$ cat config.mk
export PLATFORM = sky130hd
export DESIGN_NAME = cidr_regs
export DESIGN_NICKNAME = d
export VERILOG_FILES = /design/src/include/cidr_pkg.sv /design/src/cidr_regs.sv /design/src/cidr_size_lut.sv /design/src/cidr_level_gen.sv
export SDC_FILE = /design/constraint.sdc
export NUM_CORES = 1
export LEC_CHECK = 0
export BUFFER_PORTS_ARGS = -buffer_cell sky130_fd_sc_hd__buf_4
export CAP_MARGIN = 20
export CELL_PAD_IN_SITES_DETAIL_PLACEMENT = 1
export CELL_PAD_IN_SITES_GLOBAL_PLACEMENT = 1
export CORE_MARGIN = 2
export CORE_UTILIZATION = 28
export CTS_CLUSTER_SIZE = 8
export DETAILED_ROUTE_END_ITERATION = 10
export MAX_ROUTING_LAYER = met4
export PLACE_DENSITY = 0.8
export SLEW_MARGIN = 20
export SYNTH_ARGS = -nofsm -noshare
export SYNTH_HDL_FRONTEND = slang
export SYNTH_SLANG_ARGS = --single-unit
$ cat constraint.sdc
create_clock -name pclk -period 1.8 [get_ports pclk]
set_input_delay 0.18 -clock pclk [delete_from_list [all_inputs] [get_ports pclk]]
set_output_delay 0.18 -clock pclk [all_outputs]
set_load 0.005 [all_outputs]
$ cat src/include/cidr_pkg.sv
package cidr_pkg;
  // ------------------------------------------------------------
  // register map (byte addresses, our own placement)
  // ------------------------------------------------------------
  localparam logic [11:0] OFS_SELECTOR = 12'h000;  // cache_selector, rw
  localparam logic [11:0] OFS_SIZE = 12'h004;  // cache_size_ident
  localparam logic [11:0] OFS_LEVEL_LO = 12'h008;  // cache_level_ident [31:0]
  localparam logic [11:0] OFS_LEVEL_HI = 12'h00c;  // cache_level_ident [63:32]
  localparam logic [11:0] OFS_AUX_FAULT = 12'h010;  // aux_fault_status_0_hyp
  localparam logic [11:0] OFS_CONFIG = 12'h014;  // build configuration, ro

  // ------------------------------------------------------------
  // selector field layout and codes
  // ------------------------------------------------------------
  localparam int SEL_IND_POS = 0;  // instruction/data selector bit
  localparam int SEL_LVL_LSB = 1;  // level code [3:1]
  localparam logic [2:0] LVL_ONE = 3'h0;
  localparam logic [2:0] LVL_TWO = 3'h1;
  localparam logic [2:0] LVL_THREE = 3'h2;
  localparam logic [3:0] SEL_RESET = 4'h0;

  // ------------------------------------------------------------
  // cache size register fields
  // ------------------------------------------------------------
  localparam int SZ_WT_POS = 31;
  localparam int SZ_WB_POS = 30;
  localparam int SZ_RA_POS = 29;
  localparam int SZ_WA_POS = 28;
  localparam int SZ_SETS_LSB = 13;
  localparam int SZ_WAYS_LSB = 3;
  localparam int SZ_LINE_LSB = 0;

  // ------------------------------------------------------------
  // cache level register field codes
  // ------------------------------------------------------------
  localparam logic [2:0] BOUND_NONE = 3'h1;
  localparam logic [2:0] BOUND_ONE = 3'h2;
  localparam logic [2:0] BOUND_BOTH = 3'h3;
  localparam logic [2:0] UNIFY_NONE = 3'h0;
  localparam logic [2:0] TYPE_NONE = 3'h0;
  localparam logic [2:0] TYPE_SPLIT = 3'h3;
  localparam logic [2:0] TYPE_UNIFIED = 3'h4;

  // ------------------------------------------------------------
  // carriers
  // ------------------------------------------------------------
  typedef struct packed {
    logic write_through_supported;
    logic write_back_supported;
    logic read_alloc_supported;
    logic write_alloc_supported;
    logic [14:0] set_count_minus_one;
    logic [9:0] ways_minus_one;
    logic [2:0] line_bytes_log_code;
  } cidr_size_t;

  typedef struct packed {
    logic [30:0] rsvd_hi;
    logic [2:0] inner_boundary_level;
    logic [2:0] uniproc_unify_level;
    logic [2:0] coherency_level;
    logic [2:0] inner_share_unify_level;
    logic [11:0] rsvd_upper_levels;
    logic [2:0] level_three_type;
    logic [2:0] level_two_type;
    logic [2:0] level_one_type;
  } cidr_level_t;

  typedef struct packed {
    logic core_l2;  // per-core second-level cache built
    logic cluster_l3;  // cluster cache built
  } cidr_cfg_t;

  typedef enum logic [1:0] {
    PH_IDLE,
    PH_ACCESS
  } cidr_phase_t;
endpackage

$ cat src/cidr_regs.sv
`timescale 1ns/1ps
module cidr_regs (
  input wire logic pclk,
  input wire logic presetn,
  input wire logic psel,
  input wire logic penable,
  input wire logic pwrite,
  input wire logic [11:0] paddr,
  input wire logic [31:0] pwdata,
  input wire logic [3:0] pstrb,
  output logic [31:0] prdata,
  output logic pready,
  output logic pslverr,
  input wire logic core_l2_built,
  input wire logic cluster_l3_built
);
  // ------------------------------------------------------------
  // state
  // ------------------------------------------------------------
  typedef struct packed {
    logic [3:0] selector;  // software cache selection
    logic [31:0] rdata;  // registered read data
    logic err;  // registered error answer
    cidr_pkg::cidr_phase_t phase;  // tracks access phase
  } cidr_state_t;

  cidr_state_t st_r;
  cidr_state_t st_nxt;
  cidr_pkg::cidr_cfg_t cfg;
  cidr_pkg::cidr_size_t size_word;
  cidr_pkg::cidr_level_t level_word;
  logic size_valid;
  logic setup;  // setup cycle of a transfer

  assign cfg.core_l2 = core_l2_built;
  assign cfg.cluster_l3 = cluster_l3_built;

  // ------------------------------------------------------------
  // identification sources
  // ------------------------------------------------------------
  cidr_size_lut u_size (
    .sel(st_r.selector),
    .cfg(cfg),
    .word(size_word),
    .valid(size_valid)
  );

  cidr_level_gen u_level (
    .cfg(cfg),
    .word(level_word)
  );

  // ------------------------------------------------------------
  // apb slave: decode in setup, answer in access with no wait
  // ------------------------------------------------------------
  assign setup = psel && !penable;

  // read data is captured at setup so it is stable through access
  always_comb begin
    st_nxt = st_r;
    st_nxt.phase = setup ? cidr_pkg::PH_ACCESS : cidr_pkg::PH_IDLE;
    if (setup) begin
      st_nxt.err = 1'b0;
      st_nxt.rdata = '0;
      case (paddr)
        cidr_pkg::OFS_SELECTOR: begin
          st_nxt.rdata = {28'h0000000, st_r.selector};
        end
        cidr_pkg::OFS_SIZE: begin
          st_nxt.rdata = size_word;
        end
        cidr_pkg::OFS_LEVEL_LO: begin
          st_nxt.rdata = level_word[31:0];
        end
        cidr_pkg::OFS_LEVEL_HI: begin
          st_nxt.rdata = level_word[63:32];
        end
        cidr_pkg::OFS_AUX_FAULT: begin
          st_nxt.rdata = '0;
        end
        cidr_pkg::OFS_CONFIG: begin
          st_nxt.rdata = {29'h00000000, size_valid, cfg};
        end
        default: begin
          st_nxt.err = 1'b1;  // unmapped address
        end
      endcase
      if (pwrite) begin
        st_nxt.rdata = '0;  // writes return no data
      end
    end
    // selector lands only at the completing access edge, as the bus expects
    if (psel && penable && pwrite && pstrb[0] && paddr == cidr_pkg::OFS_SELECTOR) begin
      st_nxt.selector = pwdata[3:0];
    end
  end

  // state register
  always_ff @(posedge pclk or negedge presetn) begin
    if (!presetn) begin
      st_r <= '{selector: cidr_pkg::SEL_RESET, rdata: 32'h00000000, err: 1'b0,
                phase: cidr_pkg::PH_IDLE};
    end else begin
      st_r <= st_nxt;
    end
  end

  assign pready = 1'b1;  // zero-wait access
  assign prdata = (psel && penable) ? st_r.rdata : 32'h00000000;
  assign pslverr = psel && penable && st_r.err;

  // ------------------------------------------------------------
  // checks
  // ------------------------------------------------------------
  a_boundary_code: assert property (@(posedge pclk) disable iff (!presetn)
    level_word.inner_boundary_level == 3'(1 + core_l2_built + cluster_l3_built))
    else $error("inner boundary code wrong");
  a_coherency_code: assert property (@(posedge pclk) disable iff (!presetn)
    level_word.coherency_level == level_word.inner_boundary_level)
    else $error("coherency level wrong");
  a_unify_zero: assert property (@(posedge pclk) disable iff (!presetn)
    level_word.uniproc_unify_level == 3'h0 && level_word.inner_share_unify_level == 3'h0
    && level_word[20:9] == 12'h000)
    else $error("unification or reserved bits nonzero");
  a_type_fields: assert property (@(posedge pclk) disable iff (!presetn)
    level_word.level_one_type == 3'h3 &&
    level_word.level_three_type == ((core_l2_built && cluster_l3_built) ? 3'h4 : 3'h0) &&
    level_word.level_two_type == ((core_l2_built || cluster_l3_built) ? 3'h4 : 3'h0))
    else $error("cache type fields wrong");
  a_aux_zero: assert property (@(posedge pclk) disable iff (!presetn)
    (setup && !pwrite && paddr == 12'h010) |=> (prdata == 32'h00000000))
    else $error("aux fault status not zero");
  a_size_read: assert property (@(posedge pclk) disable iff (!presetn)
    (setup && !pwrite && paddr == 12'h004) |=> (prdata == $past(size_word)))
    else $error("size read mismatch");
  a_selector_write: assert property (@(posedge pclk) disable iff (!presetn)
    (psel && penable && pwrite && pstrb[0] && paddr == 12'h000) |=>
    (st_r.selector == $past(pwdata[3:0])))
    else $error("selector not updated");
  a_ident_fixed: assert property (@(posedge pclk) disable iff (!presetn)
    (setup && pwrite && paddr == 12'h004) |=> ($stable(st_r.selector) && !pslverr))
    else $error("identification write had effect");
  a_l1_line: assert property (@(posedge pclk) disable iff (!presetn)
    size_valid |-> size_word.line_bytes_log_code == 3'h2 && size_word.write_back_supported
    && size_word.read_alloc_supported && !size_word.write_through_supported)
    else $error("policy or line bits wrong");
  a_fallback_l2: assert property (@(posedge pclk) disable iff (!presetn)
    (st_r.selector == 4'h2 && !core_l2_built && cluster_l3_built) |->
    size_word.set_count_minus_one == 15'h03ff && size_word.ways_minus_one == 10'h00f)
    else $error("level two fallback wrong");
  a_wa_data: assert property (@(posedge pclk) disable iff (!presetn)
    (st_r.selector == 4'h0) |-> size_word.write_alloc_supported)
    else $error("write allocate wrong");

  c_size_read: cover property (@(posedge pclk) setup && !pwrite && paddr == 12'h004);
  c_sel_write: cover property (@(posedge pclk) setup && pwrite && paddr == 12'h000);
  c_unmapped: cover property (@(posedge pclk) pslverr);
  c_l3_sel: cover property (@(posedge pclk) st_r.selector == 4'h4 && size_valid);
endmodule

$ cat src/cidr_size_lut.sv
`timescale 1ns/1ps
// ------------------------------------------------------------
// cache size word for the selected cache, fixed by build
// ------------------------------------------------------------
module cidr_size_lut (
  input wire logic [3:0] sel,
  input wire cidr_pkg::cidr_cfg_t cfg,
  output cidr_pkg::cidr_size_t word,
  output logic valid
);
  // per-level geometry pieces; values depend on built sizes
  localparam logic [14:0] L1_SETS = 15'h007f;
  localparam logic [14:0] L2_SETS = 15'h00ff;
  localparam logic [14:0] L3_SETS = 15'h03ff;
  localparam logic [9:0] L1_WAYS = 10'h003;
  localparam logic [9:0] L2_WAYS = 10'h003;
  localparam logic [9:0] L3_WAYS = 10'h00f;
  localparam logic [2:0] LINE_64 = 3'h2;  // 64-byte lines

  logic [2:0] lvl;
  logic ind;

  // level decode, cluster cache stands in for a missing level 2
  always_comb begin
    lvl = sel[cidr_pkg::SEL_LVL_LSB +: 3];
    ind = sel[cidr_pkg::SEL_IND_POS];
    word = '0;
    valid = 1'b0;
    word.write_back_supported = 1'b1;
    word.read_alloc_supported = 1'b1;
    word.write_alloc_supported = 1'b1;
    word.write_through_supported = 1'b0;
    word.line_bytes_log_code = LINE_64;
    case (lvl)
      cidr_pkg::LVL_ONE: begin
        valid = 1'b1;
        word.set_count_minus_one = L1_SETS;
        word.ways_minus_one = L1_WAYS;
        if (ind) begin
          word.write_alloc_supported = 1'b0;  // instruction side never writes
        end
      end
      cidr_pkg::LVL_TWO: begin
        valid = !ind && (cfg.core_l2 || cfg.cluster_l3);
        word.set_count_minus_one = cfg.core_l2 ? L2_SETS : L3_SETS;
        word.ways_minus_one = cfg.core_l2 ? L2_WAYS : L3_WAYS;
      end
      cidr_pkg::LVL_THREE: begin
        valid = !ind && cfg.core_l2 && cfg.cluster_l3;
        word.set_count_minus_one = L3_SETS;
        word.ways_minus_one = L3_WAYS;
      end
      default: begin
        valid = 1'b0;
      end
    endcase
    if (!valid) begin
      word = '0;  // reserved selection reads zero
    end
  end
endmodule

$ cat src/cidr_level_gen.sv
`timescale 1ns/1ps
// ------------------------------------------------------------
// cache level word from the built hierarchy
// ------------------------------------------------------------
module cidr_level_gen (
  input wire cidr_pkg::cidr_cfg_t cfg,
  output cidr_pkg::cidr_level_t word
);
  logic both;
  logic any;

  // all fields are configuration-fixed
  always_comb begin
    both = cfg.core_l2 && cfg.cluster_l3;
    any = cfg.core_l2 || cfg.cluster_l3;
    word = '0;
    word.inner_boundary_level = both ? cidr_pkg::BOUND_BOTH :
      (any ? cidr_pkg::BOUND_ONE : cidr_pkg::BOUND_NONE);
    word.coherency_level = word.inner_boundary_level;
    word.uniproc_unify_level = cidr_pkg::UNIFY_NONE;
    word.inner_share_unify_level = cidr_pkg::UNIFY_NONE;
    word.level_three_type = both ? cidr_pkg::TYPE_UNIFIED : cidr_pkg::TYPE_NONE;
    word.level_two_type = any ? cidr_pkg::TYPE_UNIFIED : cidr_pkg::TYPE_NONE;
    word.level_one_type = cidr_pkg::TYPE_SPLIT;
  end
endmodule

==> summary.md <==
| Metric | Value |
|---|---|
| CTS Buffer Depth | 2 |
| R2R depth | 4 |
| GR peak layer | met2 |
| Area growth syn-to-layout | 26.5% |
| Sequential area share after synthesis | 0.370 |
| Starting Density | 0.293 |
| MaxCap Viol Count | 0 |
| Clock transition at path regs | 0.07 ns |
| Crit path launch type | register |
| Final Max Tran Viols | 0 |
| Critical path, cell by cell | o21ai_0, a22o_2, a221oi_1, o21ai_1 |
| Gpl congestion | 0.816 |
| CP max FO | 8 |
| WL final | 3130 um |
| DP Area | 1570 um^2 |
| Biggest regs | st_r: 19 flops |
| Hold endpoint | st_r[36] |
| Synth area leaders | dfrtp_1 37%, buf_4 11%, and3_1 7.3% |
| Initial antenna violation count | 0 |
| Met3 global-route usage | 0.0211 |
| Routed Antenna Nets | 0 |
| Hold depth | 2 |
| Avg Inst Size Synth | 9.32 um^2 |
| Nets | 232 |
| Cell area after synthesis | 1290 um^2 |
| Clock root cell | clkbuf_8 |
| Share of cells above drive strength 1 | 0.368 |
| Critical path's slowest cell | dfrtp_1 |
| I/O Pins | 89 |
| Achievable Freq | 674 MHz |
| Routed vias/inst | 4.84 |
| Fill count | 524 |
| DRC viols | 0 |
| Largest register FFs | 19 |
| Cells after Synth | 138 |
| Worst EP required | 1.93 ns |
| Die extent in x | 71.8 um |
| Vias | 1094 |
| Total iterations of the first detailed-routing run | 4 |
| GRT met1 Usage | 0.155 |
| RSZ-0062 raised after global routing | no |
| Die ar. | 5150 um^2 |
| R2R Path Start | st_r[36] |
| Final Skew | 0.000384 ns |
| Row cnt | 24 |
| Worst R2R End | st_r[4] |
| PwrDens | 516 nW/um^2 |
| Grt ovf | 0 |
| Port Buf Inserts | 48 |
| Largest area contributor in the netlist | dfrtp_1 |
| Initial DRC count | 11 |
| CTS tree | done |
| All-layer global routing usage | 0.132 |
| Peak VDD IR | 0.000260 V |
| CP max stage delay | 0.49 ns |
| Routing usage on met2 | 0.235 |
| Worst Tran Pin Value | 0.505 ns |
| Final HPWL DP | 2480 um |
| Hold wc startpoint | pwdata[1] |
| WL per Instance | 13.9 um |
| Biggest register | st_r |
| Share of the synthesized area in the top cell type | 0.370 |
| Leak Pwr | 0.868 nW |
| Total negative slack | 0 ns |
| Commonest cells after routing, fill and taps aside | 49 x buf_4, 21 x nand2_1, 19 x dfrtp_1 |
| Status | finished, final reports clean |
| Crit path time final | 1.48 ns |
| Most common cell after layout, fill and taps aside | buf_4 |
| Final Setup Violations | 0 |
| Design area | 1630 um^2 |
| Worst setup path category | reg -> reg |
| Core Region | 4380 um^2 |
| CTS Sinks | 19 |
| Final Hold Vio Count | 0 |
| Worst slew margin | 0.664 |
| Antenna Cells | 0 |
| Post-synth cell types | 39 |
| Hold Path Class | in -> reg |
| Worst R2R Setup Slack | 0.32 ns |
| Warnings from Yosys | 0 |
| H-Tree Depth | 1 |
| Worst setup EP type | register |
| Seq cells post-synth | 19 |
| Clk Latency, worst-skew pair | 0.25 ns |
| Worst endpoint data arrival time | 1.62 ns |
| Number of global-route vias before repair | 1096 |
| Largest net degree at the start of global routing | 20 |
| First-pass GRT wire length | 5240 um |
| Final worst-path cycle share | 0.824 |
| Cts bufs inserted | 3 |
| Die height | 71.8 um |
-- cell type report --
type                    instances  area [um^2]  share of cell area
inverters                       2         7.51             0.00462
multi-input cells              99          656               0.403
flip-flops and latches         19          475               0.292
well taps                      52         65.1              0.0400
clock buffers                   4         45.0              0.0277
repair buffers                 50          378               0.232
-- critical path: cells and delay by family (launching register included) --
family,cells,cell delay [ns]
AOI/OAI and AO/OA,4,0.88
DFF,1,0.49
-- layer usage --
layer  wire length, um  up-vias
met1              1340      527
li1                  -      529
met5                 0        -
met3               189        2
met2              1590       36
met4                14        0
-- synthesized netlist by cell type --
master     count
buf_4         19
a211o_1        1
or2b_1         1
dfrtp_1       19
nand3b_4       1
mux2i_1        1
xnor2_1        1
o21ai_1        5
clkbuf_1       4
nor4b_1        1
a2bb2oi_1      2
a31oi_1        1
and3_1        15
o41ai_1        2
nand3_1        2
nor4b_2        1
nor3b_1        1
nor3_4         1
o21ai_0        4
mux2_2         4
nor3b_2        2
ha_1           2
buf_2          1
a21oi_1        2
nor2_1         4
nor2b_1        2
nor3_1         1
nand4b_1       1
buf_6          1
a221oi_1       1
a22o_2         1
nand4_2        1
and2_1         1
conb_1         2
nor4_4         1
o31ai_1        3
inv_1          2
nand2_1       21
o21a_1         3
-- report_power, final --
group / switching (mW) / internal [mW] / leakage, nW
Combinational: 0.0640 / 0.0553 / 0.582
Clock: 0.133 / 0.157 / 0.0228
Sequential: 0.00149 / 0.429 / 0.263
-- worst max-delay path by stage --
stage,start,to,slack [ns],depth (start not counted)
global placement,paddr[9],st_r[35],0.21,5
detailed placement,paddr[1],st_r[35],0.14,5
floorplan,paddr[9],st_r[35],0.44,4
CTS,st_r[38],st_r[6],0.31,4
global route,st_r[36],st_r[6],0.21,4
finish,st_r[36],st_r[4],0.32,4
-- kinds of logic after synthesis --
| group | synth area share |
|---|---|
| AO/OA/AOI/OAI | 0.131 |
| XOR/XNOR | 0.00681 |
| adder cells (fa/ha/maj) | 0.0195 |
| buffers and inverters | 0.141 |
| flip-flops | 0.370 |
| multiplexers | 0.0428 |
| other | 0.00584 |
| AND/OR/NAND/NOR | 0.283 |
-- stage by stage --
step / hold slack [ns] / utilization / setup WS, ns / power, mW / cells
floorplan: -0.116 / - / 0.437 / 0.500 / 145
global placement: 0.0651 / 0.358 / 0.205 / 0.556 / 221
detailed placement: 0.0710 / 0.358 / 0.138 / 0.559 / 221
CTS: 0.161 / 0.371 / 0.306 / 0.850 / 226
global route: 0.155 / 0.371 / 0.205 / 0.885 / 226
finish: 0.161 / 0.371 / 0.316 / 0.840 / 226
-- timing repair --
action	4_1_cts	5_1_grt
setup endpoints to repair	0	0
buffers inserted	0	0
endpoints found under the hold margin	19	0
resized for setup	0	0
hold buffers	1	0
Power figures use the tool's default switching activity.
